File: src/hw/sel_pkg.sv
/*
  Package for the secondary error log register bank: offsets, field
  positions, reset values and error class positions.
  Assumes a config-space read port word-addressed by byte offset.
*/
package sel_pkg;
  // ---------------------------------------------------------------
  // register offsets (byte addresses in extended config space)
  // ---------------------------------------------------------------
  localparam logic [11:0] SEL_OFS_CAP_CTRL = 12'h138;
  localparam logic [11:0] SEL_OFS_HLOG_DW0 = 12'h13c;
  localparam logic [11:0] SEL_OFS_HLOG_DW1 = 12'h140;
  localparam logic [11:0] SEL_OFS_HLOG_DW2 = 12'h144;
  localparam logic [11:0] SEL_OFS_HLOG_DW3 = 12'h148;
  // ---------------------------------------------------------------
  // field positions and reset values
  // ---------------------------------------------------------------
  localparam int SEL_FIRST_ERR_W = 5;
  localparam int SEL_LOWER_CMD_LSB = 36;
  localparam int SEL_UPPER_CMD_LSB = 40;
  localparam logic [4:0] SEL_FIRST_ERR_RST = 5'h00;
  localparam logic [31:0] SEL_WORD_RST = 32'h0000_0000;
  localparam logic [3:0] SEL_CMD_RST = 4'h0;
  // error class bit positions in the uncorrectable status register
  localparam logic [4:0] SEL_CLASS_MASTER_ABORT = 5'h03;
  localparam logic [4:0] SEL_CLASS_TARGET_ABORT = 5'h02;
  localparam int SEL_NUM_WORDS = 4;
endpackage : sel_pkg

File: src/hw/sel_sync3.sv
/*
  Three-flop input synchroniser with agreement filter.
  Assumes a single clock; input comes from a foreign domain or pin.
*/
`timescale 1ns/10ps
`default_nettype none
module sel_sync3 #(
  parameter int W = 1
) (
  // clock and reset
  input wire logic core_clk_i,
  input wire logic reset_i,
  // data
  input wire logic [W-1:0] async_i,
  output logic [W-1:0] sync_o
);
  logic [W-1:0] s1_ff, s2_ff, s3_ff, out_ff;
  logic [W-1:0] nxt_out;

  // -------------------------------------------------------------
  // filter: change counts once stages two and three agree
  // -------------------------------------------------------------
  always_comb begin
    for (int i = 0; i < W; i++) begin
      nxt_out[i] = (s2_ff[i] == s3_ff[i]) ? s3_ff[i] : out_ff[i];
    end
  end

  // first stage is read only by the second
  always_ff @(posedge core_clk_i or posedge reset_i) begin
    if (reset_i) begin
      s1_ff <= '0;
      s2_ff <= '0;
      s3_ff <= '0;
      out_ff <= '0;
    end else begin
      s1_ff <= async_i;
      s2_ff <= s1_ff;
      s3_ff <= s2_ff;
      out_ff <= nxt_out;
    end
  end

  assign sync_o = out_ff;
endmodule : sel_sync3
`default_nettype wire

File: src/hw/sel_regs.sv
/*
  Secondary error log registers: first error index and 128-bit header
  log of the PCI cycle that caused the latest secondary error.
  Assumes the PCI master/target logic reports error events with the
  captured address phases and command lines on the same clock, and a
  reset controller that presents the three reset classes as levels
  from outside this clock domain.
*/
//
// Behaviour
// - A five-bit first error index holds the status bit position of the first error class.
// - Each secondary error captures the address and command of its PCI cycle into the log.
// - The log reads as four words at 13Ch..148h, low word first.
// - First address phase goes to log bits 95:64, second to 127:96.
// - A single-address cycle logs zero in bits 127:96.
// - Dual-address cycles log the second phase command lines in bits 43:40.
// - First phase command lines go to log bits 39:36.
// - Attribute bits 35:0 always read zero.
// - Reserved bits 63:44 of the log and 31:5 of the control register read zero.
// - Sticky bits clear only on global or power-on reset.
// - Index, address and command clear on fundamental, global or power-on reset.
// - Unmarked bits also clear on hot reset.
// - Master abort sets class 3 and target abort class 2 as index candidates.
`timescale 1ns/10ps
`default_nettype none
module sel_regs
  import sel_pkg::*;
(
  // clock and power-on reset
  input wire logic core_clk_i,
  input wire logic reset_i,
  // other reset classes, asynchronous levels, active high
  input wire logic global_reset_input_i,
  input wire logic fund_reset_i,
  input wire logic hot_reset_i,
  // error events from the secondary PCI master
  input wire logic master_abort_i,
  input wire logic target_abort_i,
  // cycle capture from the secondary PCI interface
  input wire logic [31:0] addr_phase1_i,
  input wire logic [31:0] addr_phase2_i,
  input wire logic [3:0] cmd_phase1_i,
  input wire logic [3:0] cmd_phase2_i,
  input wire logic dual_addr_i,
  // first error already pending in the status register
  input wire logic first_err_hold_i,
  // configuration read port
  input wire logic cfg_rd_i,
  input wire logic cfg_wr_i,
  input wire logic [11:0] cfg_addr_i,
  input wire logic [31:0] cfg_wdata_i,
  output logic [31:0] cfg_rdata_o,
  output logic cfg_rvalid_o
);
  // -------------------------------------------------------------
  // reset synchronisation
  // -------------------------------------------------------------
  logic fund_rst_s, glob_rst_s;
  logic [1:0] rst_sync;

  sel_sync3 #(.W(2)) u_rst_sync (
    .core_clk_i(core_clk_i),
    .reset_i(reset_i),
    .async_i({global_reset_input_i, fund_reset_i}),
    .sync_o(rst_sync)
  );
  assign glob_rst_s = rst_sync[1];
  assign fund_rst_s = rst_sync[0];

  // hot reset class has no bits here, since every field is marked;
  // kept as a port so the reset fabric is uniform
  logic hot_unused;
  assign hot_unused = hot_reset_i;

  // -------------------------------------------------------------
  // log state
  // -------------------------------------------------------------
  logic [SEL_FIRST_ERR_W-1:0] first_err_ff, nxt_first_err;
  logic first_valid_ff, nxt_first_valid;
  logic [31:0] addr_lo_ff, nxt_addr_lo;
  logic [31:0] addr_hi_ff, nxt_addr_hi;
  logic [3:0] cmd_lo_ff, nxt_cmd_lo;
  logic [3:0] cmd_hi_ff, nxt_cmd_hi;
  logic err_event;
  logic clr_marked;

  assign err_event = master_abort_i | target_abort_i;
  assign clr_marked = fund_rst_s | glob_rst_s;

  // capture and clear; software writes are never looked at
  always_comb begin
    nxt_first_err = first_err_ff;
    nxt_first_valid = first_valid_ff;
    nxt_addr_lo = addr_lo_ff;
    nxt_addr_hi = addr_hi_ff;
    nxt_cmd_lo = cmd_lo_ff;
    nxt_cmd_hi = cmd_hi_ff;
    if (clr_marked) begin
      nxt_first_err = SEL_FIRST_ERR_RST;
      nxt_first_valid = 1'b0;
      nxt_addr_lo = SEL_WORD_RST;
      nxt_addr_hi = SEL_WORD_RST;
      nxt_cmd_lo = SEL_CMD_RST;
      nxt_cmd_hi = SEL_CMD_RST;
    end else if (err_event) begin
      // first error kept until the status bit is cleared
      if (!first_valid_ff || !first_err_hold_i) begin
        // master abort wins when both arrive together
        nxt_first_err = master_abort_i ? SEL_CLASS_MASTER_ABORT
                                       : SEL_CLASS_TARGET_ABORT;
        nxt_first_valid = 1'b1;
      end
      nxt_addr_lo = addr_phase1_i;
      nxt_addr_hi = dual_addr_i ? addr_phase2_i : SEL_WORD_RST;
      nxt_cmd_lo = cmd_phase1_i;
      nxt_cmd_hi = dual_addr_i ? cmd_phase2_i : SEL_CMD_RST;
    end else if (!first_err_hold_i) begin
      nxt_first_valid = 1'b0;
    end
  end

  // power-on reset clears everything; no sticky fields exist here
  always_ff @(posedge core_clk_i or posedge reset_i) begin
    if (reset_i) begin
      first_err_ff <= SEL_FIRST_ERR_RST;
      first_valid_ff <= 1'b0;
      addr_lo_ff <= SEL_WORD_RST;
      addr_hi_ff <= SEL_WORD_RST;
      cmd_lo_ff <= SEL_CMD_RST;
      cmd_hi_ff <= SEL_CMD_RST;
    end else begin
      first_err_ff <= nxt_first_err;
      first_valid_ff <= nxt_first_valid;
      addr_lo_ff <= nxt_addr_lo;
      addr_hi_ff <= nxt_addr_hi;
      cmd_lo_ff <= nxt_cmd_lo;
      cmd_hi_ff <= nxt_cmd_hi;
    end
  end

  // -------------------------------------------------------------
  // read decode
  // -------------------------------------------------------------
  logic [31:0] rdata_ff, nxt_rdata;
  logic rvalid_ff, nxt_rvalid;
  logic wr_unused;
  assign wr_unused = cfg_wr_i | (|cfg_wdata_i);

  function automatic logic [31:0] sel_word1(input logic [3:0] lo, input logic [3:0] hi);
    logic [31:0] w;
    w = '0;
    w[SEL_LOWER_CMD_LSB-32 +: 4] = lo;
    w[SEL_UPPER_CMD_LSB-32 +: 4] = hi;
    return w;
  endfunction : sel_word1

  // unmapped offsets read zero; one cycle of latency
  always_comb begin
    nxt_rvalid = cfg_rd_i;
    nxt_rdata = SEL_WORD_RST;
    if (cfg_rd_i) begin
      unique case (cfg_addr_i)
        SEL_OFS_CAP_CTRL: nxt_rdata = {27'h0, first_err_ff};
        SEL_OFS_HLOG_DW0: nxt_rdata = SEL_WORD_RST;
        SEL_OFS_HLOG_DW1: nxt_rdata = sel_word1(cmd_lo_ff, cmd_hi_ff);
        SEL_OFS_HLOG_DW2: nxt_rdata = addr_lo_ff;
        SEL_OFS_HLOG_DW3: nxt_rdata = addr_hi_ff;
        default: nxt_rdata = SEL_WORD_RST;
      endcase
    end
  end

  always_ff @(posedge core_clk_i or posedge reset_i) begin
    if (reset_i) begin
      rdata_ff <= SEL_WORD_RST;
      rvalid_ff <= 1'b0;
    end else begin
      rdata_ff <= nxt_rdata;
      rvalid_ff <= nxt_rvalid;
    end
  end

  assign cfg_rdata_o = rdata_ff;
  assign cfg_rvalid_o = rvalid_ff;

  // -------------------------------------------------------------
  // checks
  // -------------------------------------------------------------
  property p_rd_cap;
    @(posedge core_clk_i) disable iff (reset_i)
    cfg_rd_i && cfg_addr_i == SEL_OFS_CAP_CTRL |=> cfg_rdata_o[31:5] == 27'h0;
  endproperty
  a_rd_cap: assert property (p_rd_cap) else $error("reserved bits nonzero");

  property p_attr_zero;
    @(posedge core_clk_i) disable iff (reset_i)
    cfg_rd_i && cfg_addr_i == SEL_OFS_HLOG_DW0 |=> cfg_rdata_o == 32'h0000_0000;
  endproperty
  a_attr_zero: assert property (p_attr_zero) else $error("attribute word nonzero");

  property p_cap_addr;
    @(posedge core_clk_i) disable iff (reset_i || clr_marked)
    err_event |=> addr_lo_ff == $past(addr_phase1_i);
  endproperty
  a_cap_addr: assert property (p_cap_addr) else $error("phase one not logged");

  property p_single_zero;
    @(posedge core_clk_i) disable iff (reset_i || clr_marked)
    err_event && !dual_addr_i |=> addr_hi_ff == 32'h0000_0000 && cmd_hi_ff == 4'h0;
  endproperty
  a_single_zero: assert property (p_single_zero) else $error("upper log not zero");

  property p_dual;
    @(posedge core_clk_i) disable iff (reset_i || clr_marked)
    err_event && dual_addr_i |=> cmd_hi_ff == $past(cmd_phase2_i)
      && addr_hi_ff == $past(addr_phase2_i);
  endproperty
  a_dual: assert property (p_dual) else $error("dual phase not logged");

  property p_cmd_lo;
    @(posedge core_clk_i) disable iff (reset_i || clr_marked)
    err_event |=> cmd_lo_ff == $past(cmd_phase1_i);
  endproperty
  a_cmd_lo: assert property (p_cmd_lo) else $error("lower command not logged");

  property p_clear;
    @(posedge core_clk_i) disable iff (reset_i)
    clr_marked |=> first_err_ff == 5'h00 && addr_lo_ff == 32'h0000_0000;
  endproperty
  a_clear: assert property (p_clear) else $error("marked bits not cleared");

  property p_stable;
    @(posedge core_clk_i) disable iff (reset_i)
    !err_event && !clr_marked |=> $stable(addr_lo_ff) && $stable(first_err_ff);
  endproperty
  a_stable: assert property (p_stable) else $error("log changed without cause");

  property p_class;
    @(posedge core_clk_i) disable iff (reset_i || clr_marked)
    master_abort_i && !first_valid_ff |=> first_err_ff == 5'h03;
  endproperty
  a_class: assert property (p_class) else $error("master abort class wrong");

  c_dual: cover property (@(posedge core_clk_i) err_event && dual_addr_i);
  c_single: cover property (@(posedge core_clk_i) err_event && !dual_addr_i);
  c_clear: cover property (@(posedge core_clk_i) clr_marked ##1 cfg_rd_i);
endmodule : sel_regs
`default_nettype wire

File: config.mk
export PLATFORM = sky130hd
export DESIGN_NAME = sel_regs
export DESIGN_NICKNAME = d
export VERILOG_FILES = /design/src/hw/sel_pkg.sv /design/src/hw/sel_sync3.sv /design/src/hw/sel_regs.sv
export SDC_FILE = /design/constraint.sdc
export NUM_CORES = 1
export LEC_CHECK = 0
export CELL_PAD_IN_SITES_DETAIL_PLACEMENT = 0
export CELL_PAD_IN_SITES_GLOBAL_PLACEMENT = 2
export CORE_MARGIN = 1
export CORE_UTILIZATION = 43
export CTS_CLUSTER_SIZE = 40
export DETAILED_ROUTE_END_ITERATION = 12
export DONT_BUFFER_PORTS = 1
export GPL_ROUTABILITY_DRIVEN = 0
export GPL_TIMING_DRIVEN = 0
export PLACE_DENSITY_LB_ADDON = 0.1
export SYNTH_ARGS = -nofsm -noshare
export SYNTH_HDL_FRONTEND = slang
export SYNTH_SLANG_ARGS = --single-unit
export TNS_END_PERCENT = 50
File: constraint.sdc
create_clock -name core_clk_i -period 7.4 [get_ports core_clk_i]
set_clock_uncertainty 0.15 [all_clocks]
set_input_delay 0.37 -clock core_clk_i [delete_from_list [all_inputs] [get_ports core_clk_i]]
set_output_delay 0.37 -clock core_clk_i [all_outputs]
set_load 0.03 [all_outputs]
Yosys cells after proc, flatten, opt, wreduce, memory -nomap -nowiden
Index checks and enable logic that the tools add are counted.

Register bits after elaboration: 119. Logic and storage cells: 50. Bits of input ports: 127. Output and inout bits: 33. Memory bits (writable): 0. Memories kept: 0. Latch bits: 0. Memory bits (read-only): 0.

Muxes and demuxes: 20. Shift operators: 0. Bitwise logic cells: 2. Reductions and logical operators: 7. Add/sub/neg operators: 0. Div/mod/pow operators: 0. Order comparisons: 0. Equality and inequality tests: 8. Multiply operators: 0.

Operator list (number): $mux 32 (6); $pmux 32 s4 (1); $eq 12x9->1 const B (4); $mux 4 (5); $mux 5 (3); $ne 3x1->1 const B (2); $mux 1 (5); $reduce_and 2->1 (2); $reduce_bool 2->1 (2); $eq 1x1->1 (2); $logic_not 1->1 (2); $or 1x1->1 (2); $logic_or 1x1->1 (1).

Depth between registers and ports, before layout
Depth in word-level cells: 5. Mapped depth: 6. Gate-level depth less buffers: 4.

Cells and area by module
From an unflattened synthesis, not the netlist that was laid out.

Cells, all modules: 316. Area total of the unflattened synthesis: 4361.7 µm².

By module, submodules not included: sel_regs (cells an instance 305, instances 1, area each 4135.2 µm²); sel_sync3 (cells an instance 11, instances 1, area each 226.5 µm²).

Least setup slack after synthesis
Ideal clock, no wire load.

Kind: input-to-reg. From: input cfg_addr_i[1]. To: register rdata_ff[0] (netlist: cfg_rdata_o[0]). Data arrival time: 1.651 ns. Slack: 5.526 ns. Cell stages on the path: 5. Setup time: 0.073 ns. Cell sequence: or4b_4 > nor4_4 > buf_6 > a32oi_1 > nor2_1.

Cells in the longest elaborated chain, start to end: 3.

RTL lines: start, declared (RTL line sel_regs.sv:50) `input wire logic [11:0] cfg_addr_i,`; $eq 12x9->1 (RTL line sel_regs.sv:162) `unique case (cfg_addr_i)`; $pmux 32 s4 * (RTL line sel_regs.sv:162); $mux 32 * (RTL line sel_regs.sv:161) `if (cfg_rd_i) begin`; net nxt_rdata[0] (RTL line sel_regs.sv:144) `logic [31:0] rdata_ff, nxt_rdata;`; end signal, assigned (RTL line sel_regs.sv:178) `rdata_ff <= nxt_rdata;`; end, declared (RTL line sel_regs.sv:144).

Mark *: on every way through the listed nets, which the timed path passes. The rest lies on a longest branch. A chain may end at the register's enable or synchronous reset.

Worst setup path after layout
From: register u_rst_sync.out_ff[1] (netlist: u_rst_sync.sync_o[1]). To: register addr_hi_ff[19].

Cells in the longest elaborated chain, start to end: 2.

RTL lines: start, declared (RTL line sel_sync3.sv:17) `logic [W-1:0] s1_ff, s2_ff, s3_ff, out_ff;`; start signal, assigned (RTL line sel_sync3.sv:40) `out_ff <= nxt_out;`; $or 1x1->1 * (RTL line sel_regs.sv:88) `assign clr_marked = fund_rst_s | glob_rst_s;`; $mux 32 or $reduce_bool 2->1 (tied branches); end signal, assigned (RTL line sel_regs.sv:135) `addr_hi_ff <= nxt_addr_hi;`; end, declared (RTL line sel_regs.sv:81) `logic [31:0] addr_hi_ff, nxt_addr_hi;`.

Every way passes the cells marked *; elsewhere a longest branch is shown, timed or not.

==> impl_results.md <==
* Maximum capacitance violations at 0
* Post-Syn Nets at about 440
* Final count of hold timing violations at 0
* Vias in the first global route at roughly 3.3k
* Synth top area share at 66.5%
* Post-synthesis compound-gate area fraction at 21.2%
* Most common cell after layout, fill and taps aside: dfrtp_1
* Tmin final at 2420 ps
* Nets@finish at 545
* Hold-fix buffers at CTS at 81
* Netlist cell types at 28
* Gr usage total at 23.4%
* Total wire length at between 10000 and 15000 um
* Placed instance area at 0.00456 sq mm
* Effective utilization at floorplan at 44.4%
* Peak supply drop at 0.000169 V
* CTS clk-pin slew, worst paths at 50 ps
* Ranking of synthesized cells by area: dfrtp_1 67%, a22o_1 15%, a22oi_1 5.3%
* CP dominant cell by count: buf_2
* Post-route DRC at 0
* Crit end category: register
* Mapped Area at 0.00436 sq mm
* P_leak at 0.00264 uW
* # rows at 36
* Cell taking the most area after synthesis: dfrtp_1
* Worst path cell trace: clkbuf_1, nor3_2, and2_1, buf_2, buf_2, a22o_1
* Final Max Slew Viols at 0
* PD cells at 250 mW/mm^2
* Clk buf depth at 2
* Number of CTS-inserted buffers at 17
* Via count at 3112
* Clk Latency, worst-skew pair at 520 ps
* Worst-path maximum fanout at 10
* Status: complete, no violations
* CP required at 7700 ps
* Hold_ws at 33.8 ps
* CP Launch Point: u_rst_sync.sync_o[1]
* Setup TNS at 0 ps
* Yosys Warn Count at 0
* Post-synthesis xor/xnor area fraction at 0%
* CTS tree: built
* Worst Hold Launch: cfg_addr_i[7]
* Setup WS post-layout at 4980 ps
* H-tree depth at 4
* Mapped Avg Cell Area at 13.8 sq um
* Detailed Routing Iterations Pass 1 at 6
* Critical path class: reg2reg
* Largest net degree at the start of global routing at 101
* WL/cell at 20.2 um
* Antenna cells at 0
* CP max stage cell: nor3_2
* Post-DP HPWL at slightly below 7000 um
* Worst r2r src: u_rst_sync.sync_o[1]
* Die Height at 103 um
* Mapped Cells at 317
* Num Clock Sinks at 116
* RSZ-0062 raised after global routing: no
* Die area at 0.0106 sq mm
* Fmax at 414 MHz
* Arrival time at the worst endpoint at ~2700 ps
* Worst Setup Start Kind: register
* Post-CTS sizing at 0
* I/O Pins at 160
* GR Overflow Total at 0
* Slew margin rel. at about a third
* Post-synthesis mux area share at ~2.1%
* Antenna viol nets, final at 0
* CP max stage delay at 760 ps
* Setup violations, final at 0
* Worst Max-Slew Pin Slew at 1020 ps
* DR vias/cell at 5.54
* Post-route cell area at around 0.006 sq mm
* Simple logic cell fraction of the synthesized area at 6.91%
* Core area at 0.00982 sq mm
* Pre-CTS setup slack at 4970 ps
* Setup Fix Bufs, Post-CTS at 0
* Port buffer count at 0
* Root buf cell: clkbuf_8
* Hold Crit Class: in2reg
* Die width at 103 um
* Commonest non-fill, non-tap cells in the layout: 116 x dfrtp_1, 81 x dlygate4sd3_1, 74 x a22o_1
* P&R area growth vs syn at 34.6%
* Final core occ at around 60%
* Antenna violations before repair at 0
* Post-Synth Adder-Cell Area at 0.459%
* Initial DRC Count at 97
* Largest family of logic cells by synthesized area: compound AO/OA/AOI/OAI gates
* Synthesized flop and latch total at 116
* First-pass GRT wire length at between 15000 and 20000 um
* Post-synthesis sequential area ratio at 66.5%
* Period utilization at 32.7%
* Layout cells sized above 1 at between 10% and 20%
-- sequential cells by signal, indices dropped and copies added, names as in the netlist --
signal / count
addr_hi_ff: 32
addr_lo_ff: 32
cfg_rdata_o: 32
cfg_rvalid_o: 1
cmd_hi_ff: 4
cmd_lo_ff: 4
first_err_ff: 2
first_valid_ff: 1
u_rst_sync.s1_ff: 2
u_rst_sync.s2_ff: 2
u_rst_sync.s3_ff: 2
u_rst_sync.sync_o: 2
-- layout make-up --
type / instances / area, sq um
inverter: 1 / 8.76
buffer: 25 / 119
tap: 133 / 166
multi-input combinational: 175 / 1340
timing repair buffer: 82 / 838
clock inverter: 6 / 30.0
sequential: 116 / 2900
fill: 849 / 3950
clock buffer: 24 / 470
-- per-layer routing --
| metal | GRT usage [%] | part of all wire, % |
|---|---|---|
| met1 | 31.5 | 44 |
| met2 | 35.6 | 48 |
| met3 | 7.19 | 6.2 |
| met4 | 8.99 | 1.7 |
| met5 | 0 | 0 |
-- worst paths after layout --
path	endpoint	slack (ps)	cells after the start
hold reg to reg	u_rst_sync.s2_ff[0]	200	0
max in group asynchronous	cfg_rdata_o[14]	6220	3
setup reg to reg	addr_hi_ff[19]	4980	6
min in group asynchronous	cfg_rdata_o[18]	130	2
hold / removal	cfg_rdata_o[0]	30	3
setup / recovery	addr_hi_ff[19]	4980	6
-- through the flow --
| step | std cells | total power [uW] |
|---|---|---|
| after detailed placement | 451 | 750 |
| after CTS | 562 | 1480 |
| after global placement | 450 | 747 |
| after global routing | 562 | 1520 |
| final | 562 | 1470 |
| after floorplan | 317 | 729 |
-- report_power, final --
part	leakage, uW	internal (uW)	total, uW	switching [uW]
Combinational	0.000811	53.9	104	50.4
Sequential	0.00158	659	673	13.4
Clock	0.000254	429	689	260
Total	0.00264	1140	1470	324
-- worst max-delay path, delay by kind of cell, from the launching register on --
family          cells  cell delay [ps]
compound gates      1              170
buf+inv             3              690
flops               1              350
simple gates        2              990
-- cell usage after synthesis (all sizes together) --
master and n:
a211oi 1, a21oi 1, a22o 74, a22oi 31
a32oi 2, and2 1, and3b 1, and4b 1
buf 10, clkbuf 15, dfrtp 116, inv 1
maj3 2, mux2 8, nand2 2, nor2 35
nor3 4, nor3b 1, nor4 2, nor4b 2
o211ai 1, o21a 1, or2 2, or3b 1
or4b 2
-- cells by family after synthesis --
family / count (synthesis)
flops: 116
compound gates: 111
simple gates: 54
buf+inv: 26
mux: 8
fa+ha+maj: 2
Note: power is estimated with default switching activity, not from simulation.
